===== src/inc/slc_map.svh =====
// Constants of the link controller: control byte coding and timing.
// Assumes a 250 MHz core clock; times are given in microseconds.
`ifndef SLC_MAP_SVH
`define SLC_MAP_SVH
`define SLC_INFO_TAG 2'h2
`define SLC_SUP_TAG 3'h6
`define SLC_UNN_TAG 3'h7
`define SLC_S_RR 2'h0
`define SLC_S_REJ 2'h1
`define SLC_S_RNR 2'h2
`define SLC_S_SREJ 2'h3
`define SLC_U_LINK_RESET 5'h19
`define SLC_U_UNN_ACK 5'h06
`define SLC_WIN_DEF 3'h4
`define SLC_WIN_MIN 3'h2
`define SLC_CAP_SREJ_BIT 0
`define SLC_SEQ_ZERO 3'h0
`define SLC_SEQ_ONE 3'h1
`define SLC_CLK_MHZ 250
`define SLC_ACK_US 5000
`define SLC_RETX_US 10000
`define SLC_CONN_US 5000
`define SLC_RREP_US 10000
`define SLC_TM_ACK 0
`define SLC_TM_RETX 1
`define SLC_TM_CONN 2
`define SLC_TM_RREP 3
`define SLC_TM_NUM 4
`define SLC_TM_W 24
`endif


===== src/inc/slc_pkg.sv =====
// Types shared by the link controller files.
// Assumes slc_map.svh supplies the numeric constants.
package slc_pkg;
	typedef enum logic [1:0] {
		SLC_IDLE = 2'b00,
		SLC_SETUP = 2'b01,
		SLC_UP = 2'b10
	} slc_state_t;
	typedef logic [2:0] slc_seq_t;
endpackage


===== src/rtl/slc_timer.sv =====
// One-shot down counter used for each protocol timeout.
// Assumes start and stop are single-cycle requests from the controller.
`timescale 1ns/100ps
`include "slc_map.svh"
module slc_timer (
	// Clock and reset
	input wire logic core_clk_i,
	input wire logic srst_i,
	// Control
	input wire logic start_i,
	input wire logic stop_i,
	input wire logic [`SLC_TM_W-1:0] load_i,
	// Status
	output logic expire_o,
	output logic run_o
);
	logic [`SLC_TM_W-1:0] cnt_q, cnt_d;
	logic run_d, exp_d;

	always_comb begin
		cnt_d = cnt_q;
		run_d = run_o;
		exp_d = 1'b0;
		// Start wins so a restart never leaves the timer stopped
		if (start_i) begin
			cnt_d = load_i;
			run_d = 1'b1;
		end else if (stop_i) begin
			run_d = 1'b0;
		end else if (run_o) begin
			if (cnt_q == '0) begin
				exp_d = 1'b1;
				run_d = 1'b0;
			end else begin
				cnt_d = cnt_q - 1'b1;
			end
		end
	end

	always_ff @(posedge core_clk_i) begin
		if (srst_i) begin
			cnt_q <= '0;
			run_o <= 1'b0;
			expire_o <= 1'b0;
		end else begin
			cnt_q <= cnt_d;
			run_o <= run_d;
			expire_o <= exp_d;
		end
	end
endmodule


===== src/rtl/slc_link_ctrl.sv =====
// Sliding-window link controller: setup, acknowledgement, reject and flow stop.
// Assumes frames arrive checked and whole; frame payloads live in the upper layer,
// addressed by sequence number, so retransmission only replays numbers.
`timescale 1ns/100ps
`include "slc_map.svh"
// Operation
// - Window defaults to four, reducible only at setup, fixed until next reset.
// - Acknowledge within acknowledge time, five ms at window four, scaled with window.
// - Retransmit unacknowledged frames after retransmit time, at least ten ms.
// - Retry setup when no unnumbered acknowledgement within connection time.
// - Sequence counters wrap modulo eight; send counter steps per information frame.
// - Sent receive number acknowledges all frames numbered below it.
// - Oldest-unacknowledged counter marks start of outstanding frames up to send counter.
// - Window membership tests compare modulo eight with wrap handling.
// - Successful establishment clears send, receive and oldest counters.
// - Establishing endpoint starts by sending a link reset frame.
// - Unrecoverable error re-establishes link, discards buffers, reports reset upward.
// - Acceptable link reset draws unnumbered acknowledgement; its arrival establishes link.
// - Before establishment discard every frame except link reset and, during setup, unnumbered acknowledgement.
// - Crossed link resets both acknowledged establish link with default window.
// - Smaller window answers with own link reset; peer adopts it and acknowledges.
// - Acknowledge timer starts on first frame, sends receive-ready, stopped by information frames.
// - Sequence gap promptly triggers reject restarting at first missing frame.
// - Final burst frame acknowledged by receive-ready; lost final frame only by timer.
// - Receive-not-ready acknowledges like receive-ready and suspends peer information frames.
// - Resuming receive-ready repeats every five to twenty ms until information arrives.
// - Resuming receive-ready with no data pending answered by empty information frame.
// - With selective reject, one-ahead frame draws selective reject and is buffered.
// - Control byte coding for information, supervisory and unnumbered frames.
// - Supervisory types: ready 00, reject 01, not ready 10, selective 11.
// - Unnumbered modifiers: link reset 11001, acknowledgement 00110.
// - Link reset carries optional window two to four and capability byte.
module slc_link_ctrl #(
	parameter int ACK_CYC = `SLC_ACK_US * `SLC_CLK_MHZ,
	parameter int RETX_CYC = `SLC_RETX_US * `SLC_CLK_MHZ,
	parameter int CONN_CYC = `SLC_CONN_US * `SLC_CLK_MHZ,
	parameter int RREP_CYC = `SLC_RREP_US * `SLC_CLK_MHZ
) (
	// Clock and reset
	input wire logic core_clk_i,
	input wire logic srst_i,
	// Upper layer control
	input wire logic connect_i,
	input wire logic error_i,
	input wire logic busy_i,
	input wire logic send_req_i,
	input wire logic [7:0] local_win_i,
	input wire logic local_srej_i,
	// Upper layer status
	output logic link_up_o,
	output logic link_reset_o,
	output logic deliver_o,
	output logic [2:0] deliver_seq_o,
	// Received frames
	input wire logic rx_valid_i,
	input wire logic [7:0] rx_ctrl_i,
	input wire logic rx_win_vld_i,
	input wire logic [7:0] rx_win_i,
	input wire logic rx_cap_vld_i,
	input wire logic [7:0] rx_cap_i,
	// Transmitted frames
	input wire logic tx_ready_i,
	output logic tx_valid_o,
	output logic [7:0] tx_ctrl_o,
	output logic [7:0] tx_win_o,
	output logic [7:0] tx_cap_o,
	output logic [2:0] tx_seq_o,
	output logic tx_new_o,
	output logic tx_empty_o
);
	function automatic logic in_win(input slc_pkg::slc_seq_t x, input slc_pkg::slc_seq_t y,
		input slc_pkg::slc_seq_t z);
		if (x <= z) begin
			in_win = (x <= y) && (y < z);
		end else begin
			in_win = (y >= x) || (y < z);
		end
	endfunction

	function automatic logic [2:0] clamp_win(input logic [7:0] w);
		if (w > 8'(`SLC_WIN_DEF)) begin
			clamp_win = `SLC_WIN_DEF;
		end else if (w < 8'(`SLC_WIN_MIN)) begin
			clamp_win = `SLC_WIN_MIN;
		end else begin
			clamp_win = w[2:0];
		end
	endfunction

	slc_pkg::slc_state_t state_q, state_d;
	slc_pkg::slc_seq_t send_q, send_d, recv_q, recv_d, oldest_q, oldest_d, top_q, top_d;
	slc_pkg::slc_seq_t held_q, held_d;
	logic [2:0] win_q, win_d;
	logic srej_en_q, srej_en_d, held_vld_q, held_vld_d, flush_q, flush_d;
	logic link_reset_frame_pend_q, link_reset_frame_pend_d, ua_pend_q, ua_pend_d, rej_pend_q, rej_pend_d;
	logic rej_sent_q, rej_sent_d, srej_pend_q, srej_pend_d, rr_pend_q, rr_pend_d;
	logic rrep_on_q, rrep_on_d, peer_busy_q, peer_busy_d, empty_pend_q, empty_pend_d;
	logic busy_q, up_d, lreset_d, deliver_d, est;
	logic [2:0] dseq_d, tseq_d;
	logic [7:0] tctrl_d, twin_d, tcap_d;
	logic tvalid_d, tnew_d, tempty_d, ld_i, ld_new, tx_free;
	logic [`SLC_TM_NUM-1:0] tm_start, tm_stop, tm_exp, tm_run;
	logic [`SLC_TM_W-1:0] tm_load [`SLC_TM_NUM];
	logic [2:0] rx_nr, rx_ns, offer;
	logic rx_i, rx_s, rx_u, nr_ok;

	assign rx_nr = rx_ctrl_i[2:0];
	assign rx_ns = rx_ctrl_i[5:3];
	assign rx_i = rx_valid_i && (rx_ctrl_i[7:6] == `SLC_INFO_TAG);
	assign rx_s = rx_valid_i && (rx_ctrl_i[7:5] == `SLC_SUP_TAG);
	assign rx_u = rx_valid_i && (rx_ctrl_i[7:5] == `SLC_UNN_TAG);
	assign offer = rx_win_vld_i ? clamp_win(rx_win_i) : `SLC_WIN_DEF;
	assign nr_ok = in_win(oldest_q, rx_nr, 3'(top_q + `SLC_SEQ_ONE));
	assign tx_free = !tx_valid_o || tx_ready_i;
	// Acknowledge time scales with the negotiated window
	assign tm_load[`SLC_TM_ACK] = `SLC_TM_W'(ACK_CYC / `SLC_WIN_DEF) * `SLC_TM_W'(win_q);
	assign tm_load[`SLC_TM_RETX] = `SLC_TM_W'(RETX_CYC);
	assign tm_load[`SLC_TM_CONN] = `SLC_TM_W'(CONN_CYC);
	assign tm_load[`SLC_TM_RREP] = `SLC_TM_W'(RREP_CYC);

	generate
		for (genvar g = 0; g < `SLC_TM_NUM; g++) begin : g_tm
			slc_timer u_tm (
				.core_clk_i(core_clk_i),
				.srst_i(srst_i),
				.start_i(tm_start[g]),
				.stop_i(tm_stop[g]),
				.load_i(tm_load[g]),
				.expire_o(tm_exp[g]),
				.run_o(tm_run[g])
			);
		end
	endgenerate

	always_comb begin
		state_d = state_q;
		send_d = send_q;
		recv_d = recv_q;
		oldest_d = oldest_q;
		top_d = top_q;
		held_d = held_q;
		win_d = win_q;
		srej_en_d = srej_en_q;
		held_vld_d = held_vld_q;
		flush_d = 1'b0;
		link_reset_frame_pend_d = link_reset_frame_pend_q;
		ua_pend_d = ua_pend_q;
		rej_pend_d = rej_pend_q;
		rej_sent_d = rej_sent_q;
		srej_pend_d = srej_pend_q;
		rr_pend_d = rr_pend_q;
		rrep_on_d = rrep_on_q;
		peer_busy_d = peer_busy_q;
		empty_pend_d = empty_pend_q;
		up_d = link_up_o;
		lreset_d = 1'b0;
		deliver_d = 1'b0;
		dseq_d = deliver_seq_o;
		tvalid_d = tx_valid_o && !tx_ready_i;
		tctrl_d = tx_ctrl_o;
		twin_d = tx_win_o;
		tcap_d = tx_cap_o;
		tseq_d = tx_seq_o;
		tnew_d = tx_new_o;
		tempty_d = tx_empty_o;
		tm_start = '0;
		tm_stop = '0;
		est = 1'b0;
		ld_i = 1'b0;
		ld_new = 1'b0;
		// Responder is up once its acknowledgement has left
		if (tx_valid_o && tx_ready_i && state_q == slc_pkg::SLC_SETUP &&
			tx_ctrl_o == {`SLC_UNN_TAG, `SLC_U_UNN_ACK}) begin
			est = 1'b1;
		end
		if (flush_q) begin
			deliver_d = 1'b1;
			dseq_d = held_q;
			recv_d = 3'(held_q + `SLC_SEQ_ONE);
		end
		if (rx_u && rx_ctrl_i[4:0] == `SLC_U_LINK_RESET) begin
			if (state_q == slc_pkg::SLC_UP) begin
				lreset_d = 1'b1;
			end
			state_d = slc_pkg::SLC_SETUP;
			up_d = 1'b0;
			if (offer > clamp_win(local_win_i)) begin
				link_reset_frame_pend_d = 1'b1;
			end else begin
				win_d = offer;
				srej_en_d = local_srej_i && rx_cap_vld_i && rx_cap_i[`SLC_CAP_SREJ_BIT];
				ua_pend_d = 1'b1;
			end
		end else if (rx_u && rx_ctrl_i[4:0] == `SLC_U_UNN_ACK && state_q == slc_pkg::SLC_SETUP) begin
			est = !ua_pend_q;
		end else if (state_q == slc_pkg::SLC_UP) begin
			// Frames other than link reset, and unnumbered acknowledgement during setup, are ignored until the link is up
			if ((rx_i || rx_s) && nr_ok) begin
				oldest_d = rx_nr;
				if (rx_nr != oldest_q) begin
					tm_start[`SLC_TM_RETX] = (rx_nr != top_q);
					tm_stop[`SLC_TM_RETX] = (rx_nr == top_q);
				end
			end
			if (rx_i) begin
				rrep_on_d = 1'b0;
				if (rx_ns == recv_q) begin
					deliver_d = 1'b1;
					dseq_d = rx_ns;
					recv_d = 3'(recv_q + `SLC_SEQ_ONE);
					rej_sent_d = 1'b0;
					tm_start[`SLC_TM_ACK] = !tm_run[`SLC_TM_ACK];
					if (held_vld_q && held_q == 3'(recv_q + `SLC_SEQ_ONE)) begin
						flush_d = 1'b1;
						held_vld_d = 1'b0;
					end
				end else if (srej_en_q && !held_vld_q && rx_ns == 3'(recv_q + `SLC_SEQ_ONE)) begin
					srej_pend_d = 1'b1;
					held_vld_d = 1'b1;
					held_d = rx_ns;
				end else if (!rej_sent_q && !(held_vld_q && rx_ns == held_q)) begin
					rej_pend_d = 1'b1;
					rej_sent_d = 1'b1;
				end
			end
			if (rx_s) begin
				unique case (rx_ctrl_i[4:3])
					`SLC_S_RR: begin
						peer_busy_d = 1'b0;
						empty_pend_d = peer_busy_q && !send_req_i;
					end
					`SLC_S_REJ: send_d = rx_nr;
					`SLC_S_RNR: peer_busy_d = 1'b1;
					`SLC_S_SREJ: send_d = rx_nr;
				endcase
			end
			if (tm_exp[`SLC_TM_RETX] && oldest_q != top_q) begin
				send_d = oldest_q;
				tm_start[`SLC_TM_RETX] = 1'b1;
			end
			if (tm_exp[`SLC_TM_ACK]) begin
				rr_pend_d = 1'b1;
			end
			if (busy_q && !busy_i) begin
				rr_pend_d = 1'b1;
				rrep_on_d = 1'b1;
				tm_start[`SLC_TM_RREP] = 1'b1;
			end
			if (tm_exp[`SLC_TM_RREP] && rrep_on_q) begin
				rr_pend_d = 1'b1;
				tm_start[`SLC_TM_RREP] = 1'b1;
			end
		end
		if (tm_exp[`SLC_TM_CONN] && state_q == slc_pkg::SLC_SETUP && !est) begin
			link_reset_frame_pend_d = 1'b1;
		end
		if (connect_i || error_i) begin
			lreset_d = link_up_o;
			state_d = slc_pkg::SLC_SETUP;
			up_d = 1'b0;
			link_reset_frame_pend_d = 1'b1;
			ua_pend_d = 1'b0;
			est = 1'b0;
		end
		if (est) begin
			state_d = slc_pkg::SLC_UP;
			up_d = 1'b1;
			send_d = `SLC_SEQ_ZERO;
			recv_d = `SLC_SEQ_ZERO;
			oldest_d = `SLC_SEQ_ZERO;
			top_d = `SLC_SEQ_ZERO;
			tm_stop = '1;
		end
		if (est || state_d != slc_pkg::SLC_UP) begin
			// Buffered and pending traffic dies with the session
			held_vld_d = 1'b0;
			flush_d = 1'b0;
			rej_pend_d = 1'b0;
			rej_sent_d = 1'b0;
			srej_pend_d = 1'b0;
			rr_pend_d = 1'b0;
			rrep_on_d = 1'b0;
			peer_busy_d = 1'b0;
			empty_pend_d = 1'b0;
		end
		if (tx_free) begin
			tvalid_d = 1'b1;
			tseq_d = send_d;
			tnew_d = 1'b0;
			tempty_d = 1'b0;
			if (link_reset_frame_pend_d) begin
				link_reset_frame_pend_d = 1'b0;
				win_d = clamp_win(local_win_i);
				srej_en_d = local_srej_i;
				tctrl_d = {`SLC_UNN_TAG, `SLC_U_LINK_RESET};
				twin_d = 8'(clamp_win(local_win_i));
				tcap_d = 8'(local_srej_i);
				tm_start[`SLC_TM_CONN] = 1'b1;
			end else if (ua_pend_d) begin
				ua_pend_d = 1'b0;
				tctrl_d = {`SLC_UNN_TAG, `SLC_U_UNN_ACK};
			end else if (state_d != slc_pkg::SLC_UP) begin
				tvalid_d = 1'b0;
			end else if (srej_pend_d) begin
				srej_pend_d = 1'b0;
				tctrl_d = {`SLC_SUP_TAG, `SLC_S_SREJ, recv_d};
			end else if (rej_pend_d) begin
				rej_pend_d = 1'b0;
				tctrl_d = {`SLC_SUP_TAG, `SLC_S_REJ, recv_d};
			end else if (rr_pend_d) begin
				rr_pend_d = 1'b0;
				tctrl_d = {`SLC_SUP_TAG, busy_i ? `SLC_S_RNR : `SLC_S_RR, recv_d};
				tm_stop[`SLC_TM_ACK] = 1'b1;
			end else if (!peer_busy_d && (send_d != top_d ||
				((send_req_i || empty_pend_d) && 3'(top_d - oldest_d) < win_q))) begin
				ld_i = 1'b1;
				ld_new = (send_d == top_d);
				tnew_d = ld_new;
				tempty_d = ld_new && !send_req_i;
				empty_pend_d = empty_pend_d && !ld_new;
				tctrl_d = {`SLC_INFO_TAG, send_d, recv_d};
				send_d = 3'(send_d + `SLC_SEQ_ONE);
				top_d = ld_new ? send_d : top_d;
				tm_stop[`SLC_TM_ACK] = 1'b1;
				// Keep a restart raised by an acknowledgement this cycle, and turn its stop into a restart
				tm_start[`SLC_TM_RETX] = tm_start[`SLC_TM_RETX] || tm_stop[`SLC_TM_RETX] ||
					!tm_run[`SLC_TM_RETX];
			end else begin
				tvalid_d = 1'b0;
			end
		end
	end

	always_ff @(posedge core_clk_i) begin
		if (srst_i) begin
			state_q <= slc_pkg::SLC_IDLE;
			send_q <= `SLC_SEQ_ZERO;
			recv_q <= `SLC_SEQ_ZERO;
			oldest_q <= `SLC_SEQ_ZERO;
			top_q <= `SLC_SEQ_ZERO;
			held_q <= `SLC_SEQ_ZERO;
			win_q <= `SLC_WIN_DEF;
			{srej_en_q, held_vld_q, flush_q, link_reset_frame_pend_q, ua_pend_q} <= '0;
			{rej_pend_q, rej_sent_q, srej_pend_q, rr_pend_q, rrep_on_q} <= '0;
			{peer_busy_q, empty_pend_q, busy_q} <= '0;
			{link_up_o, link_reset_o, deliver_o, tx_valid_o, tx_new_o, tx_empty_o} <= '0;
			deliver_seq_o <= `SLC_SEQ_ZERO;
			tx_seq_o <= `SLC_SEQ_ZERO;
			{tx_ctrl_o, tx_win_o, tx_cap_o} <= '0;
		end else begin
			state_q <= state_d;
			send_q <= send_d;
			recv_q <= recv_d;
			oldest_q <= oldest_d;
			top_q <= top_d;
			held_q <= held_d;
			win_q <= win_d;
			{srej_en_q, held_vld_q, flush_q, link_reset_frame_pend_q, ua_pend_q} <=
				{srej_en_d, held_vld_d, flush_d, link_reset_frame_pend_d, ua_pend_d};
			{rej_pend_q, rej_sent_q, srej_pend_q, rr_pend_q, rrep_on_q} <=
				{rej_pend_d, rej_sent_d, srej_pend_d, rr_pend_d, rrep_on_d};
			{peer_busy_q, empty_pend_q, busy_q} <= {peer_busy_d, empty_pend_d, busy_i};
			{link_up_o, link_reset_o, deliver_o} <= {up_d, lreset_d, deliver_d};
			{tx_valid_o, tx_new_o, tx_empty_o} <= {tvalid_d, tnew_d, tempty_d};
			deliver_seq_o <= dseq_d;
			tx_seq_o <= tseq_d;
			{tx_ctrl_o, tx_win_o, tx_cap_o} <= {tctrl_d, twin_d, tcap_d};
		end
	end
endmodule


===== config.mk =====
export PLATFORM = sky130hd
export DESIGN_NAME = slc_link_ctrl
export DESIGN_NICKNAME = d
export VERILOG_FILES = /design/src/inc/slc_pkg.sv /design/src/rtl/slc_timer.sv /design/src/rtl/slc_link_ctrl.sv
export VERILOG_INCLUDE_DIRS = /design/src /design/src/inc
export SDC_FILE = /design/constraint.sdc
export NUM_CORES = 1
export LEC_CHECK = 0
export BUFFER_PORTS_ARGS = -buffer_cell sky130_fd_sc_hd__buf_2
export CAP_MARGIN = 20
export CORE_MARGIN = 1
export CORE_UTILIZATION = 28
export CTS_CLUSTER_SIZE = 8
export DETAILED_ROUTE_END_ITERATION = 10
export GPL_TIMING_DRIVEN = 0
export HOLD_SLACK_MARGIN = 0.08
export SLEW_MARGIN = 20
export SYNTH_ARGS = -nofsm -noshare
export SYNTH_HDL_FRONTEND = slang
export SYNTH_SLANG_ARGS = --single-unit
export TNS_END_PERCENT = 10

===== constraint.sdc =====
create_clock -name core_clk_i -period 6.33 [get_ports core_clk_i]
set_input_delay 1.899 -clock core_clk_i [delete_from_list [all_inputs] [get_ports core_clk_i]]
set_output_delay 1.899 -clock core_clk_i [all_outputs]
set_load 0.02 [all_outputs]

Word-level counts from Yosys, hierarchy flattened
Cells that the tools add are included.
{"block": "totals", "regBits": 161, "input_bits": 43, "out_inout_bits": 36}
{"block": "classes", "mul": 1, "n_addsub": 9, "bitwise": 17, "n_eq_ne": 33, "n_mux": 254, "n_reduce_logical": 91, "order_cmp": 10}
{"op": "$mux 22", "count": 12}
{"op": "$mux 1", "count": 168}
{"op": "$mux 3", "count": 53}
{"op": "$logic_not 24->1", "count": 4}
{"op": "$sub 24x1->24 const B", "count": 4}
{"op": "$mux 21", "count": 4}
{"op": "$mux 8", "count": 7}
{"op": "$logic_and 1x1->1", "count": 29}
{"op": "$reduce_and 3->1", "count": 9}
{"op": "$mul 17x3->20 const A", "count": 1}
{"op": "$eq 3x3->1", "count": 6}
{"op": "$ne 2x1->1 const B", "count": 9}
{"op": "$reduce_and 6->1", "count": 3}
{"op": "$not 1->1", "count": 17}
{"op": "$gt 8x3->1 const B", "count": 2}
{"op": "$lt 8x2->1 const B", "count": 2}
{"op": "$mux 2", "count": 8}
{"op": "$reduce_or 4->1", "count": 4}
{"op": "$reduce_bool 2->1", "count": 7}
{"op": "$reduce_or 2->1", "count": 7}
{"op": "$logic_not 1->1", "count": 13}
{"op": "$add 3x1->3 const B", "count": 4}
{"op": "$ne 3x3->1", "count": 4}
{"op": "$logic_or 1x1->1", "count": 9}
{"op": "other kinds (21)", "count": 29}

Longest topological paths before layout
Gate-level depths: netlist (run 1).
{"block": "depth", "depth_word": 25, "ltp_mapped": 23, "ltp_nobuf": 21}

By module
Synthesis (run 1) repeated with hierarchy kept, for this count alone.
{"block": "hier_totals", "hier_cells": 1225, "hier_area_um2": 10092.2}
{"mod": "slc_timer (g_tm[0].u_tm ...)", "cells_each": 187, "seq_area_each_um2": 520.5, "instances": 3, "area_per_inst_um2": 1510.2}
{"mod": "slc_link_ctrl", "cells_each": 485, "seq_area_each_um2": 1141.1, "instances": 1, "area_per_inst_um2": 3980.1}
{"mod": "slc_timer (g_tm[3].u_tm)", "cells_each": 179, "seq_area_each_um2": 520.5, "instances": 1, "area_per_inst_um2": 1581.5}

Worst setup path before layout (run 1)
OpenSTA, ideal clock, no wires.
{"block": "synth_path", "path_kind": "input port to flip-flop", "start": "in rx_ctrl_i[3]", "end": "reg g_tm[0].u_tm.cnt_q[7]", "n_path_buf": 2, "t_arrival_ns": 6.009, "required_ns": 6.239, "setup_slack_ns": 0.230, "setup_time_ns": 0.091, "cell_stages": 18, "path_cell_list": "buf_2 nand4b_1 nor4_1 mux2_2 nor2_1 clkbuf_1 nor2_1 ha_1 inv_1 fa_1 ha_1 a21o_1 a21oi_1 o21ai_1 nand3_1 o21a_2 or4_1 a311oi_1"}
{"block": "synth_between", "elab_cells_between_ends": 100, "cone_classes": "add/sub (1); order compare (1); eq/ne (12); mux (67); reduce/logical (19)"}
{"element": "from (decl)", "line": "slc_link_ctrl.sv:56", "rtl": "input wire logic [7:0] rx_ctrl_i,"}
{"element": "$eq 5x3->1 (no source line)"}
{"element": "$logic_and 1x1->1 (no source line)"}
{"element": "$logic_and 1x1->1", "line": "slc_link_ctrl.sv:194", "rtl": "end else if (rx_u && rx_ctrl_i[4:0] == `SLC_U_UNN_ACK && state_q == slc_pkg::SLC_SETUP) begin"}
{"element": "$mux 1", "line": "slc_link_ctrl.sv:194"}
{"element": "$mux 1", "line": "slc_link_ctrl.sv:181", "rtl": "if (rx_u && rx_ctrl_i[4:0] == `SLC_U_LINK_RESET) begin"}
{"element": "$mux 1", "line": "slc_link_ctrl.sv:257", "rtl": "if (connect_i || error_i) begin"}
{"element": "$mux 3 *", "line": "slc_link_ctrl.sv:265", "rtl": "if (est) begin"}
{"element": "via oldest_d[0]", "line": "slc_link_ctrl.sv:91", "rtl": "slc_pkg::slc_seq_t send_q, send_d, recv_q, recv_d, oldest_q, oldest_d, top_q, top_d;"}
{"element": "[... 7 more ...]"}
{"element": "$mux 1 *", "line": "slc_link_ctrl.sv:307", "rtl": "end else if (rej_pend_d) begin"}
{"element": "$mux 1 *", "line": "slc_link_ctrl.sv:304", "rtl": "end else if (srej_pend_d) begin"}
{"element": "$mux 1 *", "line": "slc_link_ctrl.sv:302", "rtl": "end else if (state_d != slc_pkg::SLC_UP) begin"}
{"element": "$mux 1 *", "line": "slc_link_ctrl.sv:299", "rtl": "end else if (ua_pend_d) begin"}
{"element": "$mux 1 *", "line": "slc_link_ctrl.sv:291", "rtl": "if (link_reset_frame_pend_d) begin"}
{"element": "$mux 1 *", "line": "slc_link_ctrl.sv:286", "rtl": "if (tx_free) begin"}
{"element": "$ne 2x1->1 (no source line) *"}
{"element": "$reduce_and 3->1 (no source line) *"}
{"element": "to (signal assigned)", "line": "slc_timer.sv:46", "rtl": "cnt_q <= cnt_d;"}
{"element": "to (decl)", "line": "slc_timer.sv:17", "rtl": "logic [`SLC_TM_W-1:0] cnt_q, cnt_d;"}
Mark *: on every way through the listed nets, which the timed path passes. The rest lies on a longest branch.
A chain may end at the register's enable or synchronous reset.

Worst setup path after layout (run 1)
{"block": "layout_path", "start": "in rx_ctrl_i[0]", "end": "reg g_tm[0].u_tm.cnt_q[9]"}
{"block": "layout_between", "elab_chain_len": 24, "elab_cells_between_ends": 79, "cone_classes": "add/sub (1); order compare (4); eq/ne (6); mux (52); reduce/logical (16)"}
{"element": "$ge 3x3->1, or another cell as far along", "line": "slc_link_ctrl.sv:76", "rtl": "in_win = (y >= x) || (y < z);"}
{"element": "$logic_or 1x1->1, or another cell as far along", "line": "slc_link_ctrl.sv:76"}
{"element": "$mux 1 / $logic_and 1x1->1 (equally long branches)", "line": "slc_link_ctrl.sv:73, slc_link_ctrl.sv:194"}
{"element": "$logic_and 1x1->1 / $mux 1 (equally long branches)", "line": "slc_link_ctrl.sv:198, slc_link_ctrl.sv:194"}
{"element": "$mux 3 / $mux 1 (equally long branches)", "line": "slc_link_ctrl.sv:198, slc_link_ctrl.sv:181"}
{"element": "$mux 3 / $mux 1 (equally long branches)", "line": "slc_link_ctrl.sv:196, slc_link_ctrl.sv:257"}
{"element": "$mux 3 / $mux 2 (equally long branches)", "line": "slc_link_ctrl.sv:194, slc_link_ctrl.sv:265"}
{"element": "$mux 3 / $ne 2x2->1 (equally long branches)", "line": "slc_link_ctrl.sv:181, slc_link_ctrl.sv:274, slc_link_ctrl.sv:302"}
{"element": "[... 8 more ...]"}
{"element": "$mux 1", "line": "slc_link_ctrl.sv:307"}
{"element": "$mux 1", "line": "slc_link_ctrl.sv:304"}
{"element": "$mux 1", "line": "slc_link_ctrl.sv:302"}
{"element": "$mux 1", "line": "slc_link_ctrl.sv:299"}
{"element": "$mux 1", "line": "slc_link_ctrl.sv:291"}
{"element": "$mux 1", "line": "slc_link_ctrl.sv:286"}
{"element": "$ne 2x1->1 (no source line)"}
{"element": "$reduce_and 3->1 (no source line)"}
Several ways; a longest one is shown, not always the timed one.

==> flow_summary.ini, run 1 <==
[pwr]
p_total_w = 0.002257
p_comb_frac = 0.078
powerDensity_nw_per_um2 = 218.5
p_int_w = 0.001659
power.switching_w = 0.0005988
leakage_nw = 3.937
switching_share = 0.2653
p_clk_frac = 0.458
seqPwrFrac = 0.464
vdd_drop_max_mv = 0.1644

[clock_network]
cts.clk_slew.worst_paths_ns = 0.07
cts_tree = done
cts_buffer_depth = 2
clkLatencyLatePin_ns = 0.44
hold_buffers = 0
cts_buffers = 17
htreeDepth = 4
cts_root_buf = clkbuf_16
cts.sinks = 161

[placement]
place_ws_ns = -1.045
gp_routability_congestion = 0.9198
hpwl_mm = 19.42
io_buffers = 56

[setup_path]
r2r_end = g_tm[0].u_tm.cnt_q[9]
critPathLaunchType = input pin
r2r.worst_path.cells = 21
cp_data_required_time_ns = 6.65
r2r_start = top_q[0]
crit_path_max_fanout = 10
critical_path_arrival_ns = 6.48
endpoint_kind = flop
critPathKind = in2reg
r2r_setup_slack_ns = 0.89

[final_layout]
syn2layout_area_growth_pct = 16.74
drive_gt1_frac = 0.1243
diodes = 0
fin_nets = 1229
nFillCells = 3230

[floorplanning]
core-area_um2 = 30830
core.rowCount = 64
die_y_um = 179.8
io_pins = 79
initial_core_util = 0.2871
die_width_um = 179.8
die-area_um2 = 32330

[grt]
antenna_found_initial = 0
grt_max_degree = 17
grt_pass1_vias = 7718
grt_first_pass_wirelength_mm = 41.94
gr-total-overflow = 0
grt_use_total = 0.1620

[logic_synthesis]
synth_flop_cell = dfxtp_1
ys_seq_elements = 161
syn_inst = 1066
synth_warnings = 0
synth_edf_count = 0
seq_area_frac_synth = 0.3642
avgSynthCellArea_um2 = 8.303
synth.distinct_cells = 78
synth_area_um2 = 8851
async_reset_ff_frac = 0

[drt]
wl_mm = 26.46
drtIter0Drc = 597
firstDrtPassIters = 8
final_antenna_net_count = 0
routed_via_density = 5.304
wl_per_cell_um = 16.93
drc_errors = 9
vias = 8290

[min_path]
worstHoldEndpoint = g_tm[2].u_tm.cnt_q[5]
min_path_type = reg2reg
min-delay-start = g_tm[2].u_tm.cnt_q[5]
hold_depth = 2

[run]
maxCapViolCount = 0

[sta]
maxSlewViolCount = 0
slew_headroom = 0.2225
skew_ns = 0.01228
layout_setup_ws_ns = 0.1721
timing.final.crit_share = 0.9728
setup-tns-final_ns = 0
setup_viol = 0
fin_hold_ws_ns = 0.4575
clock.fmax_ghz = 0.1624
rsz0062_at_grt = yes
tightestPinTransition_ns = 1.156
fin_crit_ns = 6.158
finalHoldViolations = 0

[outcome]
status = finished with violations
violations = design-rule violations
-- through the flow --
stage,util,cell area [µm²],std cells
after detailed placement,0.3136,9668,1529
after global routing,0.3351,10330,1563
after floorplan,-,8892,1077
after global placement,0.3136,9668,1529
final,0.3351,10330,1563
after CTS,0.3330,10260,1561
-- per-layer routing --
| metal | vias up | routed length [µm] | track usage |
|---|---|---|---|
| met5 | - | 0 | 0 |
| met2 | 270 | 11300 | 0.2431 |
| met3 | 41 | 1644 | 0.02715 |
| met4 | 0 | 578 | 0.05897 |
| met1 | 3935 | 12940 | 0.2310 |
| li1 | 4044 | - | - |
-- critical path: stages --
cell and delay (ns):
buf_2 0.10, inv_1 0.08, ha_1 0.23, a21boi_0 0.35
o31ai_1 0.11, o311ai_0 0.43, nand2b_1 0.26, buf_4 0.15
mux2_2 0.33, nand2_1 0.11, fa_1 0.45, ha_1 0.29
a21o_1 0.15, a21oi_1 0.21, o21ai_2 0.17, nand3_1 0.16
o21a_2 0.23, buf_2 0.28, o21ai_0 0.14, a311oi_1 0.34
-- power groups by stage --
| stage | Clock, W | Sequential, W | Combinational (W) |
|---|---|---|---|
| 5_1_grt | 0.00109 | 0.00105 | 0.000194 |
| 4_1_cts | 0.00105 | 0.00105 | 0.000174 |
| 6_report | 0.00103 | 0.00105 | 0.000177 |
| 3_5_place_dp | 0 | 0.00107 | 0.000173 |
| 2_1_floorplan | 0 | 0.00107 | 0.000112 |
| 3_3_place_gp | 0 | 0.00107 | 0.000171 |
-- logic make-up (layout without fill, tap and decap cells) --
| kind of cell | after synthesis | after routing | share of synthesized area |
|---|---|---|---|
| other cells | 1 | 12 | 0.0004237 |
| flops | 161 | 161 | 0.3642 |
| fa+ha+maj | 32 | 32 | 0.04693 |
| simple gates | 441 | 441 | 0.2506 |
| xor+xnor | 89 | 89 | 0.08962 |
| compound gates | 232 | 232 | 0.1794 |
| buf+inv | 92 | 182 | 0.04792 |
| mux | 18 | 18 | 0.02092 |
-- synthesized netlist by cell type, types with 3 or more instances --
cell         n  area, µm²
inv_1       31      116.4
a31oi_1     11      68.82
ha_1        30      375.4
a21o_1       7      52.55
nand2_1     80      300.3
and2_1       5      31.28
nand4_1      8      50.05
o21a_1       6      45.04
or3_1       32      200.2
or2_2        3      18.77
xnor2_1     55      481.7
or4_1       18      135.1
nor4b_1      3      26.28
o31a_1       5      43.79
a221oi_1     3      26.28
nor3_1      44      220.2
buf_2       12      60.06
mux2i_1     14      140.1
a41oi_1      3      26.28
buf_4       13      97.59
nor2b_1      9      56.30
a32oi_1      3      26.28
nand3_1     37      185.2
clkbuf_1    32      120.1
o21ai_0     28      140.1
a211oi_1    21      157.7
and3_1       6      37.54
nand4b_1     7      61.31
mux2_2       4      45.04
xor2_1      33      289.0
nor2_1     131      491.7
o41ai_1      8      70.07
nand3b_1     8      60.06
o31ai_1     12      90.09
nand2b_1    12      75.07
a311oi_1     8      70.07
o221ai_1     4      35.03
a2111oi_0    6      52.55
nor4_1      28      175.2
a21oi_1     72      360.4
dfxtp_1    161       3223
o21ai_1      3      15.01
o211ai_1     6      45.04
-- worst max path at each step --
stage	from	end	cells past startpoint
2_1_floorplan	rx_ctrl_i[3]	g_tm[0].u_tm.cnt_q[7]	18
3_3_place_gp	rx_ctrl_i[3]	g_tm[1].u_tm.cnt_q[19]	18
3_5_place_dp	rx_ctrl_i[3]	g_tm[1].u_tm.cnt_q[19]	18
4_1_cts	rx_ctrl_i[3]	g_tm[0].u_tm.cnt_q[5]	19
5_1_grt	rx_ctrl_i[0]	g_tm[0].u_tm.cnt_q[1]	23
6_report	rx_ctrl_i[0]	g_tm[0].u_tm.cnt_q[9]	20
-- flip-flops by register name, indices dropped and copies added, names as in the netlist, 2 cells and up --
register / flops
g_tm.u_tm.cnt_q: 96
tx_ctrl_o: 8
g_tm.u_tm.expire_o: 4
g_tm.u_tm.run_o: 4
deliver_seq_o: 3
held_q: 3
oldest_q: 3
recv_q: 3
send_q: 3
top_q: 3
tx_seq_o: 3
tx_win_o: 3
win_q: 3
state_q: 2
-- layout make-up --
cell class              instances  area (µm²)  share of cell area
plain buffers                  60       312.8             0.03027
clock buffers                  19       442.9             0.04287
flip-flops and latches        161        3223              0.3119
well taps                     396       495.5             0.04795
repair buffers                 58       295.3             0.02858
clock inverters                13       142.6             0.01380
inverters                      32       120.1             0.01163
multi-input cells             824        5300              0.5130
-- what timing repair did --
| action | CTS | global route |
|---|---|---|
| setup buffers | 0 | 2 |
| resized for setup | 4 | 14 |
| endpoints found under the setup margin | 58 | 47 |
| cloned | 0 | 0 |
-- layout by cell type, fill, tap and decap left out, drive strengths merged, types with 9 or more instances in the layout --
master,n
conb,12
buf,85
mux2i,14
nor3,45
nor4,28
o21ai,31
xor2,33
xnor2,55
dfxtp,161
o31ai,13
nand2,80
nand2b,13
or3,32
a31oi,12
inv,38
clkbuf,52
nor2,131
nand3,37
ha,30
a211oi,21
or4,18
a21oi,73
nor2b,9
Note: power is estimated with default switching activity, not from simulation.
==> run 2: changes to the inputs <==
--- a/config.mk
+++ b/config.mk
@@ -8,12 +8,14 @@
 export LEC_CHECK = 0
 export BUFFER_PORTS_ARGS = -buffer_cell sky130_fd_sc_hd__buf_2
 export CAP_MARGIN = 20
+export CORE_ASPECT_RATIO = 0.7
 export CORE_MARGIN = 1
 export CORE_UTILIZATION = 28
 export CTS_CLUSTER_SIZE = 8
 export DETAILED_ROUTE_END_ITERATION = 10
 export GPL_TIMING_DRIVEN = 0
 export HOLD_SLACK_MARGIN = 0.08
+export SKIP_CTS_REPAIR_TIMING = 1
 export SLEW_MARGIN = 20
 export SYNTH_ARGS = -nofsm -noshare
 export SYNTH_HDL_FRONTEND = slang
==> constraint.sdc (replaced) <==
create_clock -name core_clk_i -period 6.33 [get_ports core_clk_i]
set_input_delay 1.899 -clock core_clk_i [delete_from_list [all_inputs] [get_ports core_clk_i]]
set_output_delay 1.899 -clock core_clk_i [all_outputs]
set_load 0.1 [all_outputs]
==> run 2 against run 1 <==
The run now ends clean. Highest routed layer unchanged. Largest cell class unchanged. Sequential share of layout area down 0.17 points. Die area about the same. Global-route usage up 0.25 points.
==> flow_summary.ini, run 2 (synthesized netlist as in run 1, its figures left out) <==
[outcome]
status = complete, no violations

[drt]
wl_per_cell_um = 16.43
m1WireLength_mm = 12.96
wl_mm = 26.09
firstDrtPassIters = 5
met2_length_mm = 10.64
routed_via_density = 5.213
dr.max_layer_used = met4
drc_errors = 0
vias = 8279
final_antenna_net_count = 0
wl_met3_mm = 2.129
drtIter0Drc = 839

[final_layout]
post-route-util = 0.3336
syn2layout_area_growth_pct = 17.39
layout_commonest_cell = dfxtp_1
largest_reg_flops = 96
drive_gt1_frac = 0.1267
multi_input_area_um2 = 5299
stdcell_area_um2 = 10390
nFillCells = 3260
top_register = g_tm.u_tm.cnt_q
layout_common_cells = dfxtp_1 (161), nor2_1 (130), nand2_1 (80)
seqCellArea_um2 = 3223
fin_nets = 1230
diodes = 0

[floorplanning]
die-area_um2 = 32340
die_y_um = 150.8
io_pins = 79
core.rowCount = 54
initial_core_util = 0.2842
core-area_um2 = 31150
die_width_um = 214.5

[pwr]
leakage_nw = 3.947
powerDensity_nw_per_um2 = 226.6
vdd_drop_max_mv = 0.1976

[setup_path]
crit_path_max_fanout = 10
crit_slowest_cell = fa_1
critical_path.max_stage_delay_ns = 0.44
crit_chain = buf_2 -> nand4b_1 -> nor4_4 -> mux2_2 -> nor2_4 -> clkbuf_4 -> nor2_1 -> ha_1 -> inv_1 -> fa_1 -> ha_1 -> a21o_1 -> a21oi_1 -> o21ai_2 -> nand3_1 -> o21a_2 -> buf_6 -> clkbuf_4 -> nor2_1 -> o221ai_1
critical_path_arrival_ns = 6.50
endpoint_kind = flop
crit_family = simple AND/OR/NAND/NOR gates
critPathKind = in2reg
path_buf_inv = 5
r2r_start = top_q[0]
critPathLaunchType = input pin
cp_data_required_time_ns = 6.63
crit_start = rx_ctrl_i[3]

[grt]
grt_pass1_vias = 7450
antenna_found_initial = 0
grt_first_pass_wirelength_mm = 41.50
grt_use_total = 0.1645
gr-total-overflow = 0
grt_max_degree = 17

[run]
maxCapViolCount = 0

[sta]
finalHoldViolations = 0
rsz0062_at_grt = yes
maxSlewViolCount = 0
slew_headroom = 0.3913
fin_crit_ns = 6.204
layout_setup_ws_ns = 0.1261
clock.fmax_ghz = 0.1612
setup_viol = 0
setup-tns-final_ns = 0
tightestPinTransition_ns = 0.9048
skew_ns = 0.009640
timing.final.crit_share = 0.9801

[min_path]
min_path_type = reg2reg
min-delay-start = tx_seq_o[0]

[clock_network]
cts_root_buf = clkbuf_16
cts_buffers = 17
cts_tree = done
cts_buffer_depth = 2
htreeDepth = 4
clkLatencyLatePin_ns = 0.44
cts.sinks = 161
cts.clk_slew.worst_paths_ns = 0.07

[placement]
place_ws_ns = -1.227
gp_routability_congestion = 0.9379
place_area_um2 = 9704
io_buffers = 56
hpwl_mm = 19.56
==> run 2: power breakdown <==
group / internal, W / switching, W / total, W
clock network: 0.000610 / 0.000465 / 0.00107
logic: 0.0000646 / 0.000169 / 0.000233
registers: 0.00103 / 0.0000179 / 0.00105
==> run 2: through the flow <==
step                      instances  hold slack [ns]  total power (W)
after global routing           1588           0.4731         0.002435
final                          1588           0.4504         0.002354
after CTS                      1585           0.4542         0.002361
after global placement         1553           0.4416         0.001295
after detailed placement       1553           0.4456         0.001298
after floorplan                1077           0.4360         0.001237
==> run 2: metal layers <==
| metal | GRT usage | vias to the layer above |
|---|---|---|
| li1 | - | 4038 |
| met1 | 0.2411 | 3896 |
| met2 | 0.2347 | 313 |
| met3 | 0.03980 | 32 |
| met4 | 0.04857 | 0 |
| met5 | 0 | - |
==> run 2: worst register-to-register path, cell delays in order, from the launching register on <==
cell and delay (ns):
dfxtp_1 0.45, inv_1 0.10, ha_1 0.34, or3b_2 0.47, a211oi_1 0.37, nor3_1 0.11, a211oi_2 0.26, nand2b_1 0.15
nor2_1 0.11, a21oi_1 0.06, nor2_1 0.19, ha_1 0.18, inv_1 0.04, fa_1 0.47, ha_1 0.29, a21o_1 0.10
a21oi_1 0.08, o21ai_2 0.15, nand3_1 0.18, o21a_2 0.31, buf_6 0.17, clkbuf_4 0.20, nor2_1 0.32, o221ai_1 0.15
==> run 2: path summary, 6_finish.rpt <==
check / depth (start not counted) / end / slack [ns]
setup / recovery: 20 / g_tm[0].u_tm.cnt_q[12] / 0.13
hold / removal: 2 / tx_seq_o[0] / 0.45
setup reg to reg: 23 / g_tm[0].u_tm.cnt_q[12] / 0.92
hold reg to reg: 2 / tx_seq_o[0] / 0.45
==> run 2: final cells by class <==
class                      count  share of cell area
sequential                   161              0.3102
timing repair buffer          59             0.02914
tap                          420             0.05058
inverter                      32             0.01156
multi-input combinational    824              0.5100
clock buffer                  19             0.04359
clock inverter                13             0.01433
buffer                        60             0.03059
